### src/core/timer_pkg.sv
// Shared constants, register map and types of the dual timer core
package timer_pkg;
  // Register byte offsets on the Wishbone bus
  localparam logic [7:0] OFS_CTRL0   = 8'h00;
  localparam logic [7:0] OFS_CTRL1   = 8'h04;
  localparam logic [7:0] OFS_PERIOD0 = 8'h08;
  localparam logic [7:0] OFS_PERIOD1 = 8'h0C;
  localparam logic [7:0] OFS_WIDTH0  = 8'h10;
  localparam logic [7:0] OFS_WIDTH1  = 8'h14;
  localparam logic [7:0] OFS_COUNT0  = 8'h18;
  localparam logic [7:0] OFS_COUNT1  = 8'h1C;
  localparam logic [7:0] OFS_STATUS  = 8'h20;
  localparam logic [7:0] OFS_MASK    = 8'h24;
  localparam logic [7:0] OFS_CONFIG  = 8'h28;

  // Fields of unit_control_reg
  localparam int CTRL_PRESET_BIT = 7;
  localparam int CTRL_CLK_LSB    = 4;
  localparam int CTRL_RUN_BIT    = 3;
  localparam int CTRL_MODE_LSB   = 0;
  // Fields of the configuration register
  localparam int CFG_TAP_BIT     = 0;
  localparam int CFG_LOWSPD_BIT  = 1;

  // Reset values
  localparam logic [7:0] CTRL_RESET   = 8'h00;
  localparam logic [7:0] PERIOD_RESET = 8'h00;
  localparam logic [7:0] WIDTH_RESET  = 8'h00;
  localparam logic [1:0] IRQ_RESET    = 2'h0;
  localparam logic [1:0] CFG_RESET    = 2'h0;

  // Prescaler taps, as powers of two of the high-frequency clock
  localparam int DIV_BITS   = 11;
  localparam int TAP_SLOW   = 11;
  localparam int TAP_MID1   = 7;
  localparam int TAP_MID2   = 5;
  localparam int TAP_FAST   = 3;
  localparam int FS_DIV_BITS = 3;

  // Clock select codes
  localparam logic [2:0] CK_TAP11 = 3'h0;
  localparam logic [2:0] CK_TAP7  = 3'h1;
  localparam logic [2:0] CK_TAP5  = 3'h2;
  localparam logic [2:0] CK_TAP3  = 3'h3;
  localparam logic [2:0] CK_FS    = 3'h4;
  localparam logic [2:0] CK_FC2   = 3'h5;
  localparam logic [2:0] CK_FC    = 3'h6;
  localparam logic [2:0] CK_PIN   = 3'h7;
  localparam int NUM_INT_TICKS    = 7;

  // Unit mode codes
  localparam logic [2:0] MODE_TIMER8  = 3'h0;
  localparam logic [2:0] MODE_DIV8    = 3'h1;
  localparam logic [2:0] MODE_PWM8    = 3'h2;
  localparam logic [2:0] MODE_RSVD    = 3'h3;
  localparam logic [2:0] MODE_TIMER16 = 3'h4;
  localparam logic [2:0] MODE_WARMUP  = 3'h5;
  localparam logic [2:0] MODE_PWM16   = 3'h6;
  localparam logic [2:0] MODE_PPG16   = 3'h7;

  // Counting behaviour of one counter
  typedef enum logic [1:0] {
    kind_timer,
    kind_div,
    kind_pwm,
    kind_ppg
  } kind_e;
endpackage

### src/core/tick_if.sv
// Tick strobes from the clock source generator to the counters
interface tick_if;
  logic [6:0] tick;
  logic [1:0] pin_fall;

  modport source (output tick, output pin_fall);
  modport sink   (input tick, input pin_fall);
endinterface

### src/core/clock_source_gen.sv
// Prescaler taps, low-frequency clock and event pin edge strobes
module clock_source_gen
  import timer_pkg::*;
(
  input  wire logic clk_i,
  input  wire logic rst_i,
  input  wire logic tap_select_i,
  input  wire logic low_freq_clock_i,
  input  wire logic [1:0] count_pin_i,
  tick_if.source    ticks
);
  logic [DIV_BITS-1:0]    div;
  logic [FS_DIV_BITS-1:0] fs_div;
  logic [1:0]             fs_sync;
  logic                   fs_last;
  logic [1:0]             pin_meta;
  logic [1:0]             pin_sync;
  logic [1:0]             pin_last;
  logic                   fs_tick;
  logic                   fs8_tick;

  // Free-running divider of the high-frequency clock
  always_ff @(posedge clk_i) begin
    if (rst_i) begin
      div <= '0;
    end else begin
      div <= div + DIV_BITS'(1);
    end
  end

  // Pins are foreign to clk_i, so two flops before any edge logic
  always_ff @(posedge clk_i) begin
    if (rst_i) begin
      fs_sync  <= 2'h0;
      fs_last  <= 1'b0;
      pin_meta <= 2'h3;
      pin_sync <= 2'h3;
      pin_last <= 2'h3;
    end else begin
      fs_sync  <= {fs_sync[0], low_freq_clock_i};
      fs_last  <= fs_sync[1];
      pin_meta <= count_pin_i;
      pin_sync <= pin_meta;
      pin_last <= pin_sync;
    end
  end

  // Divide the low-frequency ticks by eight
  always_ff @(posedge clk_i) begin
    if (rst_i) begin
      fs_div <= '0;
    end else if (fs_tick) begin
      fs_div <= fs_div + FS_DIV_BITS'(1);
    end
  end

  // Strobes last one clk_i cycle each
  assign fs_tick  = fs_sync[1] & ~fs_last;
  assign fs8_tick = fs_tick & (&fs_div);
  assign ticks.tick[CK_TAP11] = tap_select_i ? fs8_tick : (&div[TAP_SLOW-1:0]);
  assign ticks.tick[CK_TAP7]  = &div[TAP_MID1-1:0];
  assign ticks.tick[CK_TAP5]  = &div[TAP_MID2-1:0];
  assign ticks.tick[CK_TAP3]  = &div[TAP_FAST-1:0];
  assign ticks.tick[CK_FS]    = fs_tick;
  assign ticks.tick[CK_FC2]   = div[0];
  assign ticks.tick[CK_FC]    = 1'b1;
  // Event counters advance on the falling pin edge
  assign ticks.pin_fall       = pin_last & ~pin_sync;
endmodule

### src/core/count_unit.sv
// One up-counter with compare, overflow and output flip-flop
module count_unit
  import timer_pkg::*;
#(
  parameter int WIDTH = 8
) (
  input  wire logic             clk_i,
  input  wire logic             rst_i,
  input  wire logic             run_i,
  input  wire logic             tick_i,
  input  wire kind_e            kind_i,
  input  wire logic [WIDTH-1:0] period_i,
  input  wire logic [WIDTH-1:0] width_i,
  input  wire logic             preset_i,
  output logic      [WIDTH-1:0] count_o,
  output logic                  match_o,
  output logic                  ff_o
);
  logic [WIDTH-1:0] next_count;
  logic             hit_period;
  logic             hit_width;
  logic             at_top;

  // Below two bits there is no room for both a width and a period
  if (WIDTH < 2) begin : g_width_check
    $error("count_unit needs WIDTH of at least 2");
  end

  // Compare against live registers; no shadow copy of the period
  assign next_count = count_o + WIDTH'(1);
  assign hit_period = next_count == period_i;
  assign hit_width  = next_count == width_i;
  assign at_top     = &count_o;

  // Counting sequence per kind
  always_ff @(posedge clk_i) begin
    if (rst_i) begin
      count_o <= '0;
      match_o <= 1'b0;
      ff_o    <= 1'b0;
    end else if (!run_i) begin
      count_o <= '0;
      match_o <= 1'b0;
      ff_o    <= preset_i; // Output level follows preset while stopped
    end else begin
      match_o <= 1'b0;
      if (tick_i) begin
        unique case (kind_i)
          kind_timer, kind_div: begin
            if (hit_period) begin
              count_o <= '0;
              match_o <= 1'b1;
              ff_o    <= (kind_i == kind_div) ? ~ff_o : ff_o;
            end else begin
              count_o <= next_count;
            end
          end
          kind_pwm: begin
            if (at_top) begin
              count_o <= '0;
              match_o <= 1'b1;
              ff_o    <= ~ff_o;
            end else begin
              count_o <= next_count;
              ff_o    <= hit_width ? ~ff_o : ff_o;
            end
          end
          kind_ppg: begin
            if (hit_period) begin
              count_o <= '0;
              match_o <= 1'b1;
              ff_o    <= ~ff_o;
            end else begin
              count_o <= next_count;
              ff_o    <= hit_width ? ~ff_o : ff_o;
            end
          end
        endcase
      end
    end
  end
endmodule

### src/core/dual_timer_top.sv
// Dual cascadable timer core with Wishbone registers and interrupt
//
// The Wishbone slave port and the address map were left to the implementer.
module dual_timer_top
  import timer_pkg::*;
(
  input  wire logic        clk_i,
  input  wire logic        rst_i,
  input  wire logic        wb_cyc_i,
  input  wire logic        wb_stb_i,
  input  wire logic        wb_we_i,
  input  wire logic [7:0]  wb_adr_i,
  input  wire logic [3:0]  wb_sel_i,
  input  wire logic [31:0] wb_dat_i,
  output logic      [31:0] wb_dat_o,
  output logic             wb_ack_o,
  input  wire logic        low_freq_clock_i,
  input  wire logic [1:0]  count_pin_i,
  output logic      [1:0]  unit_pin_o,
  output logic             irq_o
);
  // Register storage
  logic [7:0]  ctrl [2];
  logic [7:0]  period [2];
  logic [7:0]  width_buf [2];
  logic [7:0]  width_act [2];
  logic [1:0]  status;
  logic [1:0]  mask;
  logic [1:0]  config_bits;

  // Decoded control fields
  logic [2:0]  mode [2];
  logic [2:0]  clk_sel [2];
  logic [1:0]  run_bit;
  logic [1:0]  preset;
  logic        cascade;
  logic        low_speed;

  // Counter side signals
  logic [1:0]  tick8;
  logic [1:0]  run8;
  kind_e       kind8 [2];
  logic [7:0]  count8 [2];
  logic [1:0]  match8;
  logic [1:0]  ff8;
  logic        tick16;
  logic        run16;
  kind_e       kind16;
  logic [15:0] count16;
  logic        match16;
  logic        ff16;

  // Bus side signals
  logic        bus_req;
  logic        bus_wr;
  logic [7:0]  wdata;
  logic [31:0] next_rdata;
  logic [1:0]  irq_set;
  logic [1:0]  irq_clr;
  logic [1:0]  width_load;

  tick_if ticks ();

  clock_source_gen u_src (
    .clk_i            (clk_i),
    .rst_i            (rst_i),
    .tap_select_i     (config_bits[CFG_TAP_BIT]),
    .low_freq_clock_i (low_freq_clock_i),
    .count_pin_i      (count_pin_i),
    .ticks            (ticks.source)
  );

  // Source clock legality per mode and power state
  function automatic logic clock_allowed(input logic [2:0] m, input logic [2:0] s,
                                         input logic slow);
    logic ok;
    ok = 1'b0;
    if (!slow) begin
      unique case (m)
        MODE_TIMER8, MODE_TIMER16, MODE_PPG16: ok = (s <= CK_TAP3) || (s == CK_PIN);
        MODE_DIV8:   ok = s <= CK_TAP3;
        MODE_PWM8:   ok = s != CK_PIN;
        MODE_WARMUP: ok = s == CK_FS;
        MODE_PWM16:  ok = 1'b1;
        MODE_RSVD:   ok = 1'b0;
      endcase
    end else begin
      unique case (m)
        MODE_TIMER8, MODE_TIMER16, MODE_PPG16: ok = (s == CK_TAP11) || (s == CK_PIN);
        MODE_DIV8:   ok = s == CK_TAP11;
        MODE_PWM8:   ok = (s == CK_TAP11) || (s == CK_FS);
        MODE_WARMUP: ok = s == CK_FC;
        MODE_PWM16:  ok = (s == CK_TAP11) || (s == CK_FS) || (s == CK_PIN);
        MODE_RSVD:   ok = 1'b0;
      endcase
    end
    return ok;
  endfunction

  // Mode code to counting kind
  function automatic kind_e kind_of(input logic [2:0] m);
    kind_e k;
    k = kind_timer;
    unique case (m)
      MODE_TIMER8, MODE_TIMER16, MODE_WARMUP, MODE_RSVD: k = kind_timer;
      MODE_DIV8:                                         k = kind_div;
      MODE_PWM8, MODE_PWM16:                             k = kind_pwm;
      MODE_PPG16:                                        k = kind_ppg;
    endcase
    return k;
  endfunction

  // Field decode of the configuration register and the upper control register
  assign low_speed = config_bits[CFG_LOWSPD_BIT];
  assign cascade   = mode[1][2];
  assign wdata     = wb_dat_i[7:0];

  // Per-unit 8-bit counters, idle while cascaded
  for (genvar j = 0; j < 2; j++) begin : g_unit
    assign mode[j]    = ctrl[j][CTRL_MODE_LSB +: 3];
    assign clk_sel[j] = ctrl[j][CTRL_CLK_LSB +: 3];
    assign run_bit[j] = ctrl[j][CTRL_RUN_BIT];
    assign preset[j]  = ctrl[j][CTRL_PRESET_BIT];
    assign kind8[j]   = kind_of(mode[j]);
    // Own pin for event counting, else the chosen internal tap
    assign tick8[j]   = clock_allowed(mode[j], clk_sel[j], low_speed) &
                        ((clk_sel[j] == CK_PIN) ? ticks.pin_fall[j]
                                                : ticks.tick[clk_sel[j]]);
    assign run8[j]    = run_bit[j] & ~cascade & ~mode[j][2] & (mode[j] != MODE_RSVD);
    assign width_load[j] = cascade ? (~run16 | match16) : (~run8[j] | match8[j]);

    count_unit #(
      .WIDTH (8)
    ) u_unit (
      .clk_i    (clk_i),
      .rst_i    (rst_i),
      .run_i    (run8[j]),
      .tick_i   (tick8[j]),
      .kind_i   (kind8[j]),
      .period_i (period[j]),
      .width_i  (width_act[j]),
      .preset_i (preset[j]),
      .count_o  (count8[j]),
      .match_o  (match8[j]),
      .ff_o     (ff8[j])
    );
  end

  // Cascaded counter: upper mode and run, lower clock select
  assign kind16 = kind_of(mode[1]);
  assign run16  = cascade & run_bit[1];
  assign tick16 = clock_allowed(mode[1], clk_sel[0], low_speed) &
                  ((clk_sel[0] == CK_PIN) ? ticks.pin_fall[0]
                                          : ticks.tick[clk_sel[0]]);

  count_unit #(
    .WIDTH (16)
  ) u_cascade (
    .clk_i    (clk_i),
    .rst_i    (rst_i),
    .run_i    (run16),
    .tick_i   (tick16),
    .kind_i   (kind16),
    .period_i ({period[1], period[0]}),
    .width_i  ({width_act[1], width_act[0]}),
    .preset_i (preset[1]),
    .count_o  (count16),
    .match_o  (match16),
    .ff_o     (ff16)
  );

  // Pins drive the inverse of the flip-flop
  assign unit_pin_o[0] = ~ff8[0];
  assign unit_pin_o[1] = cascade ? ~ff16 : ~ff8[1];

  // Bus decode; one wait state, ack drops after one cycle
  assign bus_req = wb_cyc_i & wb_stb_i & ~wb_ack_o;
  assign bus_wr  = bus_req & wb_we_i & wb_sel_i[0];
  assign irq_set = {match8[1] | match16, match8[0]};
  assign irq_clr = (bus_wr && wb_adr_i == OFS_STATUS) ? wdata[1:0] : 2'h0;

  // Read multiplexer; unmapped addresses read zero
  always_comb begin
    next_rdata = 32'h0000_0000;
    unique case (wb_adr_i)
      OFS_CTRL0:   next_rdata[7:0] = ctrl[0];
      OFS_CTRL1:   next_rdata[7:0] = ctrl[1];
      OFS_PERIOD0: next_rdata[7:0] = period[0];
      OFS_PERIOD1: next_rdata[7:0] = period[1];
      OFS_WIDTH0:  next_rdata[7:0] = width_act[0];
      OFS_WIDTH1:  next_rdata[7:0] = width_act[1];
      OFS_COUNT0:  next_rdata[7:0] = cascade ? count16[7:0] : count8[0];
      OFS_COUNT1:  next_rdata[7:0] = cascade ? count16[15:8] : count8[1];
      OFS_STATUS:  next_rdata[1:0] = status;
      OFS_MASK:    next_rdata[1:0] = mask;
      OFS_CONFIG:  next_rdata[1:0] = config_bits;
      default:     next_rdata      = 32'h0000_0000;
    endcase
  end

  // Bus handshake and read data
  always_ff @(posedge clk_i) begin
    if (rst_i) begin
      wb_ack_o <= 1'b0;
      wb_dat_o <= 32'h0000_0000;
    end else begin
      wb_ack_o <= bus_req;
      wb_dat_o <= bus_req ? next_rdata : wb_dat_o;
    end
  end

  // Writable registers; software keeps fields steady while running
  always_ff @(posedge clk_i) begin
    if (rst_i) begin
      ctrl        <= '{CTRL_RESET, CTRL_RESET};
      period      <= '{PERIOD_RESET, PERIOD_RESET};
      width_buf   <= '{WIDTH_RESET, WIDTH_RESET};
      mask        <= IRQ_RESET;
      config_bits <= CFG_RESET;
    end else if (bus_wr) begin
      unique case (wb_adr_i)
        OFS_CTRL0:   ctrl[0]      <= wdata;
        OFS_CTRL1:   ctrl[1]      <= wdata;
        OFS_PERIOD0: period[0]    <= wdata;
        OFS_PERIOD1: period[1]    <= wdata;
        OFS_WIDTH0:  width_buf[0] <= wdata;
        OFS_WIDTH1:  width_buf[1] <= wdata;
        OFS_MASK:    mask         <= wdata[1:0];
        OFS_CONFIG:  config_bits  <= wdata[1:0];
        default:     mask         <= mask;
      endcase
    end
  end

  // Pulse width shadow: reloads at period end, or at once if stopped
  always_ff @(posedge clk_i) begin
    if (rst_i) begin
      width_act <= '{WIDTH_RESET, WIDTH_RESET};
    end else begin
      for (int j = 0; j < 2; j++) begin
        if (width_load[j]) begin
          width_act[j] <= width_buf[j];
        end
      end
    end
  end

  // Sticky match flags; a new match beats a same-cycle clear
  always_ff @(posedge clk_i) begin
    if (rst_i) begin
      status <= IRQ_RESET;
    end else begin
      status <= (status & ~irq_clr) | irq_set;
    end
  end

  assign irq_o = |(status & mask);
endmodule

### config.mk
export PLATFORM = sky130hd
export DESIGN_NAME = dual_timer_top
export DESIGN_NICKNAME = d
export VERILOG_FILES = /design/src/core/timer_pkg.sv /design/src/core/tick_if.sv /design/src/core/clock_source_gen.sv /design/src/core/count_unit.sv /design/src/core/dual_timer_top.sv
export SDC_FILE = /design/constraint.sdc
export NUM_CORES = 1
export LEC_CHECK = 0
export ABC_AREA = 0
export BUFFER_PORTS_ARGS = -buffer_cell sky130_fd_sc_hd__buf_2
export CAP_MARGIN = 40
export CORE_AREA = 3 3 133 135
export CTS_BUF_LIST = sky130_fd_sc_hd__clkbuf_16
export CTS_CLUSTER_SIZE = 40
export DETAILED_ROUTE_END_ITERATION = 16
export DIE_AREA = 0 0 136 138
export HOLD_SLACK_MARGIN = 0.15
export PLACE_DENSITY_LB_ADDON = 0.12
export SYNTH_ARGS = -nofsm -noshare
export SYNTH_HDL_FRONTEND = slang
export SYNTH_SLANG_ARGS = --single-unit
### constraint.sdc
create_clock -name clk_i -period 2.6 [get_ports clk_i]
set_input_delay 0.39 -clock clk_i [delete_from_list [all_inputs] [get_ports clk_i]]
set_output_delay 0.39 -clock clk_i [all_outputs]
set_load 0.1 [all_outputs]
# Word-level counts from Yosys, hierarchy flattened
# Memory sizes are Yosys's and may differ from the RTL's. A register that Yosys moved wholly into a read port is not among the register bits.
# Index checks and enable logic that the tools add are counted.
# Widths: inputs -> output; s select.
[totals] register_bits=140 rom_bits=48 output_inout_bits=36 n_memories=3
[op_classes] addsub=5 magnitude_cmp=4 eq_ne=58 mux=72 n_bitwise=39 reduce_logical=51
[memory_table] name="(no name shown)" words=8 word_bits=2 read_ports=1 rd_ports_with_merged_regs=1 write_ports=0 line_no="dual_timer_top.sv:104" text="unique case (m)"
[memory_table] name="(no name shown)" words=8 word_bits=2 read_ports=1 rd_ports_with_merged_regs=1 write_ports=0 line_no="dual_timer_top.sv:104"
[memory_table] name="(no name shown)" words=8 word_bits=2 read_ports=1 rd_ports_with_merged_regs=1 write_ports=0 line_no="dual_timer_top.sv:104"
[ops] op="$mux 8" n=6
[ops] op="$pmux 6 s8" n=1
[ops] op="$eq 3x3->1 const B" n=14
[ops] op="$mux 1" n=38
[ops] op="$pmux 1 s6" n=6
[ops] op="$eq 16x16->1" n=2
[ops] op="$eq 8x5->1 const B" n=4
[ops] op="$eq 8x8->1" n=4
[ops] op="$mux 16" n=2
[ops] op="$pmux 16 s2" n=1
[ops] op="$pmux 8 s2" n=2
[ops] op="$eq 8x6->1 const B" n=3
[ops] op="$reduce_or 3->1" n=8
[ops] op="$pmux 2 s11" n=1
[ops] op="$mux 3" n=6
[ops] op="$ne 3x3->1 const B" n=6
[ops] op="$add 16x1->16 const B" n=1
[ops] op="$add 8x1->8 const B" n=2
[ops] op="$and 1x1->1" n=16
[ops] op="$eq 8x4->1 const B" n=2
[ops] op="$reduce_and 16->1" n=1
[ops] op="$reduce_and 2->1" n=8
[ops] op="$reduce_and 8->1" n=2
[ops] op="$reduce_and 3->1" n=5
[ops] op="other kinds (29)" n=88

# Depth between registers and ports, before layout
# Gate-level depths: netlist of run 1.
[logic_depth] ltp_word=10 depth_mapped=13

# Cells and area by module
# Synthesis of run 1 repeated with hierarchy kept, for this count alone.
[hier_totals] cells_unflattened=1159 area_unflattened_um2=9868.2
[modules_own_cells] module="dual_timer_top" n_inst=1 cells_each=554 area_per_inst_um2=4693.3 seq_area_each_um2=1661.6
[modules_own_cells] module="count_unit (u_cascade)" n_inst=1 cells_each=273 area_per_inst_um2=2149.6 seq_area_each_um2=360.3
[modules_own_cells] module="count_unit (g_unit[0].u_unit ...)" n_inst=2 cells_each=120 area_per_inst_um2=1052.3 seq_area_each_um2=200.2
[modules_own_cells] module="clock_source_gen" n_inst=1 cells_each=92 area_per_inst_um2=920.9 seq_area_each_um2=460.4

# Worst setup path after synthesis of run 1
# No wires, ideal clock.
[synth_path] path_kind="register to output" start="register ctrl, in the netlist cascade" end="output port unit_pin_o[1]" arrival_ps=2779 slack_ps=-569 path_stages_with_launch=5 cell_sequence="dfxtp_1 -> clkbuf_1 -> clkbuf_1 -> buf_1 -> mux2i_1"
[synth_between] elab_chain_len=1
[synth_rtl] item="from (decl)" line_no="dual_timer_top.sv:23" text="logic [7:0] ctrl [2];"
[synth_rtl] item="from (signal assigned)" line_no="dual_timer_top.sv:215" text="ctrl <= '{CTRL_RESET, CTRL_RESET};"
[synth_rtl] item="$mux 1" line_no="dual_timer_top.sv:174" text="assign unit_pin_o[1] = cascade ? ~ff16 : ~ff8[1];"
[synth_rtl] item="to (decl)" line_no="dual_timer_top.sv:19" text="output logic [1:0] unit_pin_o,"
# Every way passes these cells.

# Worst setup path after layout of run 1
[layout_path] start="register u_cascade.count_o[0]" end="register u_cascade.ff_o"
[layout_between] elab_chain_len=7
[layout_rtl] item="from (decl)" line_no="count_unit.sv:15" text="output logic [WIDTH-1:0] count_o,"
[layout_rtl] item="from (signal assigned)" line_no="count_unit.sv:55" text="count_o <= next_count;"
[layout_rtl] item="from (signal assigned)" line_no="count_unit.sv:64" text="count_o <= next_count;"
[layout_rtl] item="from (signal assigned)" line_no="count_unit.sv:74" text="count_o <= next_count;"
[layout_rtl] item="$add 16x1->16" line_no="count_unit.sv:30" text="assign next_count = count_o + WIDTH'(1);"
[layout_rtl] item="$eq 16x16->1" line_no="count_unit.sv:32" text="assign hit_width = next_count == width_i;"
[layout_rtl] item="$mux 1"
[layout_rtl] item="$mux 1 (on tied branches)" line_no="count_unit.sv:69, count_unit.sv:59"
[layout_rtl] item="$pmux 1 s3" line_no="count_unit.sv:48" text="unique case (kind_i)"
[layout_rtl] item="$mux 1" line_no="count_unit.sv:47" text="if (tick_i) begin"
[layout_rtl] item="$mux 1" line_no="count_unit.sv:41" text="end else if (!run_i) begin"
[layout_rtl] item="to (signal assigned)" line_no="count_unit.sv:44" text="ff_o <= preset_i;"
[layout_rtl] item="to (signal assigned)" line_no="count_unit.sv:53" text="ff_o <= (kind_i == kind_div) ? ~ff_o : ff_o;"
[layout_rtl] item="to (signal assigned)" line_no="count_unit.sv:72" text="ff_o <= ~ff_o;"
[layout_rtl] item="to (decl)" line_no="count_unit.sv:17" text="output logic ff_o"
# Several ways; a longest one is shown, not always the timed one. The select of a mux whose other input is x is not followed.
# A chain may end at the register's enable or synchronous reset.

==> results by group, run 1 <==
Outcome
  • Status: complete, but fails checks
  • Failing checks: setup timing

Synth
  • Post-synthesis compound-gate area fraction: 0.136
  • Seq cells post-synth: 144
  • Synth area leaders: dfxtp_1 32%, mux2i_1 9.2%, nor2_1 6.3%, xnor2_1 5.4%, xor2_1 3.1%
  • Synth Area in Simple Gates: 0.247
  • Syn avg cell area: 8.46 sq um
  • Post-synth cell types: 85
  • Sequential element share of the synthesized area: 0.316
  • Asr flop ratio synth: 0
  • Top_reg_cell synth: dfxtp_1
  • Synth cell count leaders: 152 x nor2_1, 144 x dfxtp_1, 84 x mux2i_1, 58 x nand2_1
  • EDFF count, synth: 0
  • Ys Warns: 0
  • Syn Inst Count: 1078
  • Largest family of logic cells by synthesized area: simple AND/OR/NAND/NOR gates
  • Share of the synthesized area in the top cell type: 0.316
  • Synth Area in XOR/XNOR: 0.113
  • Mux share of post-synthesis cell area: 0.109
  • Post-Synth Adder-Cell Area: 0.0121
  • Post-Syn Area: 9120 sq um
  • Count leader, synth: nor2_1
  • Largest area contributor in the netlist: dfxtp_1

Floorplan
  • Die W: 136 microns
  • Die Y: 138 microns
  • Die area: 18800 sq um
  • Core area: 16600 sq um
  • FP Rows: 47
  • Initial Utilization: 0.550
  • I/O pin cnt: 88

Critical path
  • Setup Crit Path Kind: flop to flop
  • Critical-path cell with the highest stage delay: dfxtp_4
  • CP Max Fanout: 6
  • Crit-path cells: ha_4 -> buf_6 -> xor2_2 -> or3_1 -> a222oi_1 -> nand4_1 -> nor4_4 -> a31oi_1 -> o21ba_1 -> a2111oi_2
  • Worst path max stage delay: 0.36 ns
  • Nature of the critical path startpoint: flop
  • FF-to-FF path depth: 10
  • Worst path arrival time: 3.17 ns
  • Req. time, crit path: 2.93 ns
  • CP Capture Type: flop

Timing
  • Max Clk Rate: 0.353 GHz
  • Slew @ Worst Pin: 0.644 ns
  • Max-slew violation count: 0
  • Final min period: 2.84 ns
  • Worst relative slew slack: 0.571
  • Final period util: 1.09
  • Final worst slack: -0.236 ns
  • Setup TNS: -1.02 ns
  • Final Hold Viols: 0
  • RSZ-0062 raised after global routing: yes
  • Clk_skew: 0.0109 ns
  • Final setup fails: 9

Detailed routing
  • WL met2: 13.5 mm
  • DRC errors left: 0
  • M1 wire length: 12.2 mm
  • WL per Instance: 19.8 microns
  • Vias per cell: 5.99
  • Via count: 8751
  • Antenna Violating Nets Remaining: 0
  • Highest metal used: met4
  • Total Wirelength: 28.9 mm
  • TritonRoute pass-1 iters: 8
  • WL met3: 2.44 mm
  • Starting DRT DRC Count: 997

Power
  • Worst IR drop on VDD: 0.607 mV
  • Power Density: 438 nW/um^2
  • Leak: 4.69 nW

GRT
  • Pin count of the biggest net entering global routing: 55
  • Initial antenna violation count: 0
  • GR Overflow Total: 0
  • Number of global-route vias before repair: 8082
  • Global-route wire length before repair: 44.8 mm
  • Global Route Usage Sum: 0.303

CTS
  • Clock sink count: 144
  • Clk Latency, worst-skew pair: 0.43 ns
  • CTS tree: yes
  • Clock-pin slew on the worst setup and hold paths: 0.07 ns
  • CTS Buffer Depth: 2
  • CTS Buf Count: 17
  • Root Driver: clkbuf_16
  • H-tree depth: 4

Finish
  • Util after Layout: 0.704
  • N_diodes: 0
  • Share of cells above drive strength 1: 0.289
  • Layout Cells excl Fill: 1460
  • Layout area overhead: 28.1%
  • Post-layout net count: 1287

Placed design
  • Placed insts: 1402
  • Dpl hpwl: 20.6 mm
  • Port Buffers: 36
  • Gpl congestion: 0.943
  • Place WS: -0.279 ns

Run
  • # Max-Cap Violations: 0

Worst hold path
  • HP Class: primary input to flop
  • Hold Path Cell Cnt: 2
==> power breakdown <==
part           switching, W  internal [W]  total, W
registers        0.00000700       0.00221   0.00222
clock network      0.000984       0.00160   0.00258
logic              0.000255     0.0000528  0.000308
total               0.00125       0.00387   0.00511
==> critical path: cells and delay by family, from the launching register on <==
| kind | cells | cell delay [ns] |
|---|---|---|
| AND/OR/NAND/NOR | 3 | 0.98 |
| AO/OA/AOI/OAI | 4 | 0.93 |
| flip-flops | 1 | 0.36 |
| adder cells (fa/ha/maj) | 1 | 0.18 |
| XOR/XNOR | 1 | 0.15 |
| buffers and inverters | 1 | 0.14 |
==> cells in the final DEF (no fill, tap or decap), drive strengths merged, types with 18 or more instances in the layout <==
master and n:
mux2i 84, nor3 25, xnor2 57, a21oi 50
o21ai 30, nand2b 19, inv 27, xor2 32
nand2 58, nor2b 19, conb 24, a22oi 18
buf 211, nand3 36, nor2 152, dfxtp 144
==> cell type report <==
type	count	area [sq um]
well taps	220	275
fillers	1322	4900
clock inverters	15	191
flip-flops and latches	144	2910
repair buffers	212	1570
inverters	22	85.1
multi-input cells	830	6220
clock buffers	17	425
==> cells by family after synthesis <==
family | after synthesis
xor gates and xnor gates | 100
adders and majority gates | 9
other | 1
AOI/OAI and AO/OA | 182
buffers and inverters | 127
DFF | 144
and+or+nand+nor | 420
muxes | 95
==> path summary, 6_finish.rpt <==
path                        startpoint           endpoint  slack [ns]
setup / recovery  u_cascade.count_o[0]     u_cascade.ff_o       -0.24
hold / removal          count_pin_i[1]  u_src.pin_meta[1]        0.16
setup reg to reg  u_cascade.count_o[0]     u_cascade.ff_o       -0.24
hold reg to reg      u_src.pin_meta[0]  u_src.pin_sync[0]        0.41
==> stage by stage <==
step / total power (W) / hold WS (ns) / instance area (sq um)
floorplan: 0.00253 / 0.389 / 9340
global placement: 0.00257 / 0.394 / 10400
detailed placement: 0.00257 / 0.396 / 10400
CTS: 0.00513 / 0.152 / 11300
global route: 0.00527 / 0.154 / 11700
finish: 0.00511 / 0.160 / 11700
==> layer usage <==
layer / vias up / global-route usage
li1: 4084 / -
met1: 4198 / 0.438
met2: 408 / 0.466
met3: 61 / 0.0469
met4: 0 / 0.0960
met5: - / 0
==> flip-flops by register name (all words and copies together), names as in the netlist, 2 cells and up <==
| name | count |
|---|---|
| width_act | 16 |
| g_unit.u_unit.count_o | 16 |
| u_src.pin_last | 2 |
| ctrl | 9 |
| u_src.fs_sync | 2 |
| wb_dat_o | 8 |
| u_cascade.count_o | 16 |
| u_src.pin_meta | 2 |
| kind8 | 4 |
| width_buf | 16 |
| g_unit.u_unit.match_o | 2 |
| config_bits | 2 |
| u_src.pin_sync | 2 |
| period | 16 |
| clk_sel | 6 |
| g_unit.u_unit.ff_o | 2 |
| mask | 2 |
| status | 2 |
| u_src.div | 11 |
| u_src.fs_div | 3 |
==> what timing repair did <==
| item | CTS | global route |
|---|---|---|
| setup buffers | 11 | 14 |
| hold buffers | 1 | 0 |
| resized for setup | 48 | 65 |
| endpoints found under the setup margin | 18 | 31 |
| pin swaps | 16 | 43 |
| cloned | 0 | 1 |
| hold endpoints to repair | 1 | 0 |
No activity file was read; power rests on OpenSTA's default activity.
==> inputs of run 2 (changes only) <==
- CTS_BUF_LIST: sky130_fd_sc_hd__clkbuf_16 -> sky130_fd_sc_hd__clkbuf_4 sky130_fd_sc_hd__clkbuf_8 sky130_fd_sc_hd__clkbuf_16
- CTS_CLUSTER_SIZE: 40 -> 30
==> run 2 against run 1 <==
The flow still finishes with violations (setup timing). Fmax is 1.7% higher. Sequential cell count stayed put. First-iteration DRC count is 2.2% higher. Power is 0.98% higher. Final cell count stayed put. Sequential power hardly changed. Wire length is 0.57% lower. Critical path depth stayed put. Largest cell class unchanged.
==> results by group, run 2 (synthesized netlist as in run 1, its figures left out) <==
Detailed routing
  • Total Wirelength: 28.7 mm (-0.57%)
  • WL per Instance: 19.7 microns (-0.57%)
  • DRC errors left: 0 (unchanged)
  • Via count: 8707 (-0.50%)
  • Starting DRT DRC Count: 1019 (+2.2%)
  • Vias per cell: 5.96 (-0.50%)
  • Antenna Violating Nets Remaining: 0 (unchanged)
  • TritonRoute pass-1 iters: 9 (+1)

Timing
  • Max-slew violation count: 0 (unchanged)
  • Clk_skew: 0.0119 ns (+0.000979 ns)
  • Slew @ Worst Pin: 0.593 ns (-0.0511 ns)
  • Worst relative slew slack: 0.600 (+0.0291)
  • Max Clk Rate: 0.359 GHz (+1.7%)
  • Final period util: 1.07 (-0.0181)
  • Final Hold Viols: 0 (unchanged)
  • Hold_ws: 0.160 ns (-0.000149 ns)
  • RSZ-0062 raised after global routing: yes
  • Final min period: 2.79 ns (-0.0472 ns)
  • Final worst slack: -0.189 ns (+0.0472 ns)
  • Final setup fails: 10 (+1)
  • Setup TNS: -1.07 ns (-0.0569 ns)

Critical path
  • Setup Crit Path Kind: flop to flop
  • Critical path startpoint: u_cascade.count_o[0]
  • Crit-path cells: ha_4 -> buf_6 -> xor2_1 -> or3_1 -> a222oi_1 -> nand4_1 -> nor4_4 -> a31oi_1 -> o21ba_1 -> a2111oi_2
  • CP Max Fanout: 6 (unchanged)
  • Worst path arrival time: 3.12 ns (-0.05 ns)
  • WP depth: 10 (unchanged)
  • Worst path max stage delay: 0.36 ns (about the same)
  • FF-to-FF path depth: 10 (unchanged)
  • Flop-to-flop setup slack: -0.19 ns (+0.05 ns)
  • Nature of the critical path startpoint: flop
  • CP Capture Type: flop
  • CP delay by family, top: simple AND/OR/NAND/NOR gates
  • Worst r2r src: u_cascade.count_o[0]
  • Critical-path cell with the highest stage delay: dfxtp_4
  • Worst setup path end: u_cascade.ff_o
  • Buf/Inv on CP: 1 (unchanged)
  • Worst reg2reg path endpoint: u_cascade.ff_o
  • Req. time, crit path: 2.93 ns (about the same)

CTS
  • CTS tree: yes
  • CTS Buffer Depth: 2 (unchanged)
  • H-tree depth: 4 (unchanged)
  • Root Driver: clkbuf_16
  • Clk Latency, worst-skew pair: 0.43 ns (about the same)
  • Clock sink count: 144 (unchanged)
  • Clock-pin slew on the worst setup and hold paths: 0.07 ns (about the same)
  • CTS Buf Count: 17 (unchanged)

Floorplan
  • FP Rows: 47 (unchanged)
  • Die W: 136 microns (unchanged)
  • Initial Utilization: 0.550 (unchanged)
  • I/O pin cnt: 88 (unchanged)
  • Die Y: 138 microns (unchanged)
  • Die area: 18800 sq um (unchanged)
  • Core area: 16600 sq um (unchanged)

GRT
  • GR Overflow Total: 0 (unchanged)
  • Pin count of the biggest net entering global routing: 55 (unchanged)
  • Global-route wire length before repair: 44.8 mm (about the same)
  • Initial antenna violation count: 0 (unchanged)
  • Global Route Usage Sum: 0.304 (+0.000378)
  • Number of global-route vias before repair: 8068 (-0.17%)

Power
  • Worst IR drop on VDD: 0.503 mV (-17%)
  • Leak: 4.70 nW (+0.25%)
  • Total power: 0.00516 W (+0.98%)
  • Power Density: 442 nW/um^2 (+0.97%)

Finish
  • Commonest cells after routing, fill and taps aside: 162 x buf_4, 148 x nor2_1, 129 x dfxtp_1, 82 x mux2i_1, 56 x nand2_1
  • Layout area overhead: 28.1% (about the same)
  • N_diodes: 0 (unchanged)
  • Post-layout net count: 1287 (unchanged)
  • Share of cells above drive strength 1: 0.290 (+0.000806)
  • Most common cell after layout, fill and taps aside: buf_4

Worst hold path
  • HP Class: primary input to flop

Outcome
  • Failing checks: setup timing
  • Status: complete, but fails checks

Placed design
  • Port Buffers: 36 (unchanged)
  • Dpl hpwl: 20.6 mm (unchanged)
  • Place WS: -0.279 ns (unchanged)
  • Gpl congestion: 0.943 (unchanged)

Run
  • # Max-Cap Violations: 0 (unchanged)
-- run 2: metrics by stage --
step / util / std cells / instance area (sq um)
after CTS: 0.681 / 1446 / 11300
final: 0.705 / 1460 / 11700
after floorplan: - / 1101 / 9340
after global placement: 0.625 / 1402 / 10400
after detailed placement: 0.625 / 1402 / 10400
after global routing: 0.705 / 1460 / 11700
-- run 2: timing repair --
action                                  4_1_cts  5_1_grt
endpoints found under the setup margin       18       31
hold buffers                                  1        0
buffers inserted                             11       14
endpoints found under the hold margin         1        0
resized for setup                            48       61
cloned                                        0        1
pin swaps                                    16       43
-- run 2: report_power, final --
part,leakage [nW],switching (W),internal (W),total [W]
Sequential,1.17,0.00000690,0.00222,0.00222
Combinational,3.22,0.000254,0.0000528,0.000306
Clock,0.308,0.000976,0.00166,0.00263
Total,4.70,0.00124,0.00393,0.00516
-- run 2: worst min path at each step --
stage / start / endpoint / slack [ns] / cells after the start
after floorplan: u_src.pin_meta[0] / u_src.pin_sync[0] / 0.39 / 1
after global placement: u_src.pin_meta[0] / u_src.pin_sync[0] / 0.39 / 1
after detailed placement: u_src.pin_meta[0] / u_src.pin_sync[0] / 0.40 / 1
after CTS: count_pin_i[1] / u_src.pin_meta[1] / 0.15 / 2
after global routing: count_pin_i[1] / u_src.pin_meta[1] / 0.15 / 2
final: count_pin_i[1] / u_src.pin_meta[1] / 0.16 / 2
-- run 2: layout make-up --
cell class	instances	area, sq um
clock inverter	12	180
timing repair buffer	212	1570
inverter	22	85.1
clock buffer	20	454
fill	1321	4900
tap	220	275
sequential	144	2910
multi-input combinational	830	6210
-- run 2: routing by layer --
layer / vias up / global-route usage / share of wire
met5: - / 0 / 0
met4: 0 / 0.105 / 0.028
met2: 413 / 0.466 / 0.46
met1: 4138 / 0.438 / 0.42
met3: 76 / 0.0432 / 0.085
li1: 4080 / - / -
==> inputs of run 3 (changes only) <==
- REMOVE_ABC_BUFFERS: unset -> 1
==> run 3 against run 2 <==
The run still ends with setup timing left. Largest power group unchanged. Highest routed layer unchanged. Utilization is 3.0 points lower. Fmax is 1.2% higher. Die area stayed put. Final cell count is 0.82% lower. Register-to-register slack better by 0.03 ns. Count of clock-buffer cells in the layout is 1 lower. Critical endpoint is now u_cascade.count_o[7]. Non-clock buffer count is 11 lower. Clock skew is 0.0038 ns lower.
==> results by group, run 3 (synthesized netlist as in run 1, its figures left out) <==
Outcome
  • Status: complete, but fails checks
  • Failing checks: setup timing

Critical path
  • Setup Crit Path Kind: flop to flop
  • Nature of the critical path startpoint: flop
  • Buf/Inv on CP: 0 (-1)
  • CP Capture Type: flop
  • Worst r2r src: u_src.div[1]
  • Worst path max stage delay: 0.48 ns (+0.12 ns)
  • Worst reg2reg path endpoint: u_cascade.count_o[7]
  • Flop-to-flop setup slack: -0.15 ns (+0.03 ns)
  • CP Max Fanout: 7 (+1)
  • Critical-path cell with the highest stage delay: or3b_4
  • Crit-path cells: ha_4 -> nand3_4 -> nor4_4 -> o31ai_1 -> or3_4 -> a221oi_4 -> or3b_4 -> or4_1 -> a21oi_1
  • Critical path startpoint: u_src.div[1]
  • Req. time, crit path: 2.96 ns (+0.03 ns)
  • CP delay by family, top: simple AND/OR/NAND/NOR gates
  • FF-to-FF path depth: 9 (-1)
  • Worst path arrival time: 3.11 ns (about the same)

Finish
  • N_diodes: 0 (unchanged)
  • Layout area overhead: 22.6%
  • Share of cells above drive strength 1: 0.248 (-0.0420)
  • Post-layout net count: 1276 (-0.85%)
  • Commonest cells after routing, fill and taps aside: 155 x buf_4, 150 x nor2_1, 136 x dfxtp_1, 84 x mux2i_1, 57 x nand2_1
  • Fillers: 1414 (+7.0%)
  • Most common cell after layout, fill and taps aside: buf_4
  • Util after Layout: 0.675 (-0.0300)

Placed design
  • Dpl hpwl: 20.6 mm (-0.14%)
  • Port Buffers: 36 (unchanged)
  • Place WS: -0.368 ns (-0.0890 ns)
  • Gpl congestion: 0.968 (+2.7%)

Detailed routing
  • Via count: 8531 (-2.0%)
  • Antenna Violating Nets Remaining: 0 (unchanged)
  • Starting DRT DRC Count: 968 (-5.0%)
  • TritonRoute pass-1 iters: 6 (-3)
  • DRC errors left: 0 (unchanged)
  • WL per Instance: 19.6 microns (-0.45%)
  • Total Wirelength: 28.3 mm (-1.3%)
  • Vias per cell: 5.89 (-1.2%)

Power
  • Comb power frac: 0.063 (+0.004)
  • Total power: 0.00498 W (-3.6%)
  • Flop pwr share: 0.447 (+0.017)
  • Power Density: 445 nW/um^2 (+0.65%)
  • Sw power: 0.00126 W (+1.6%)
  • Worst IR drop on VDD: 0.468 mV (-7.0%)
  • Clock power frac: 0.491 (-0.019)
  • Sw frac: 0.253 (+0.0131)
  • Leak: 4.51 nW (-4.1%)
  • P_int: 0.00372 W (-5.3%)

Timing
  • Final setup fails: 12 (+2)
  • Worst relative slew slack: 0.496 (-0.104)
  • Max-slew violation count: 0 (unchanged)
  • Final Hold Viols: 0 (unchanged)
  • Final worst slack: -0.155 ns (+0.0336 ns)
  • Clk_skew: 0.00811 ns (-0.00375 ns)
  • Final min period: 2.75 ns (-0.0336 ns)
  • Setup TNS: -0.984 ns (+0.0905 ns)
  • Hold_ws: 0.172 ns (+0.0118 ns)
  • Slew @ Worst Pin: 0.747 ns (+0.154 ns)
  • Max Clk Rate: 0.363 GHz (+1.2%)
  • Final period util: 1.06 (-0.0129)
  • RSZ-0062 raised after global routing: yes

Floorplan
  • Initial Utilization: 0.550 (unchanged)
  • Core area: 16600 sq um (unchanged)
  • Die area: 18800 sq um (unchanged)
  • I/O pin cnt: 88 (unchanged)
  • FP Rows: 47 (unchanged)
  • Die Y: 138 microns (unchanged)
  • Die W: 136 microns (unchanged)

CTS
  • Clock-pin slew on the worst setup and hold paths: 0.06 ns (about the same)
  • Clock sink count: 144 (unchanged)
  • H-tree depth: 4 (unchanged)
  • CTS tree: yes
  • Root Driver: clkbuf_16
  • Clk Latency, worst-skew pair: 0.43 ns (about the same)
  • CTS Buffer Depth: 2 (unchanged)
  • CTS Buf Count: 17 (unchanged)

GRT
  • Pin count of the biggest net entering global routing: 53 (-3.6%)
  • Initial antenna violation count: 0 (unchanged)
  • Global-route wire length before repair: 43.9 mm (-2.0%)
  • GR Overflow Total: 0 (unchanged)
  • Global Route Usage Sum: 0.297 (-0.00649)
  • Number of global-route vias before repair: 8066 (-0.025%)

Worst hold path
  • Hold Path Cell Cnt: 2 (unchanged)
  • HP Class: primary input to flop
  • Worst Hold End: u_src.fs_sync[0]
  • Hold_sp: low_freq_clock_i

Run
  • # Max-Cap Violations: 0 (unchanged)
==> run 3: changes by cell type in the layout (fill, tap and decap cells not counted), moves of 3 or more <==
cell     change
or3_4        -5
buf_4        -7
a21oi_1      +6
dfxtp_1      +7
buf_6        -4
or3_1        +5
o21ai_0      +4
xnor2_1      +3
a21oi_2      -6
dfxtp_2      -5
==> run 3: final cells by class <==
cell class | count | area [sq um] | area share
inverters | 22 | 85.1 | 0.00761
clock buffers | 19 | 447 | 0.0399
multi-input cells | 830 | 5900 | 0.527
repair buffers | 201 | 1450 | 0.130
well taps | 220 | 275 | 0.0246
flip-flops and latches | 144 | 2900 | 0.259
clock inverters | 12 | 134 | 0.0120
==> run 3: routing by layer <==
layer / routed length, microns / vias up / global-route usage
li1: - / 4054 / -
met1: 11900 / 4067 / 0.402
met2: 13500 / 348 / 0.479
met3: 2260 / 62 / 0.0581
met4: 684 / 0 / 0.0923
met5: 0 / - / 0
==> run 3: repair_timing <==
action / CTS / global route
hold buffers: 2 / 0
cloned: 0 / 1
endpoints found under the hold margin: 2 / 0
endpoints found under the setup margin: 19 / 24
pin swaps: 12 / 9
resized for setup: 33 / 22
buffers inserted: 4 / 1
==> run 3: stage by stage <==
step / cells / area (sq um)
finish: 1448 / 11200
CTS: 1446 / 11100
floorplan: 996 / 8700
global route: 1448 / 11200
global placement: 1408 / 10300
detailed placement: 1409 / 10300
==> run 3: how the worst max path moves through the flow <==
stage	to	slack, ns	cells past startpoint
floorplan	u_cascade.count_o[7]	-0.51	9
global placement	u_cascade.count_o[7]	-0.34	9
detailed placement	u_cascade.count_o[7]	-0.37	9
CTS	u_cascade.count_o[7]	-0.13	11
global route	u_cascade.count_o[7]	-0.25	9
finish	u_cascade.count_o[7]	-0.15	9
==> run 3: power groups by stage <==
stage / Combinational (W) / Clock, W / Sequential (W)
2_1_floorplan: 0.000188 / 0 / 0.00228
3_3_place_gp: 0.000302 / 0 / 0.00227
3_5_place_dp: 0.000304 / 0 / 0.00227
4_1_cts: 0.000308 / 0.00247 / 0.00222
5_1_grt: 0.000325 / 0.00256 / 0.00222
6_report: 0.000312 / 0.00244 / 0.00222
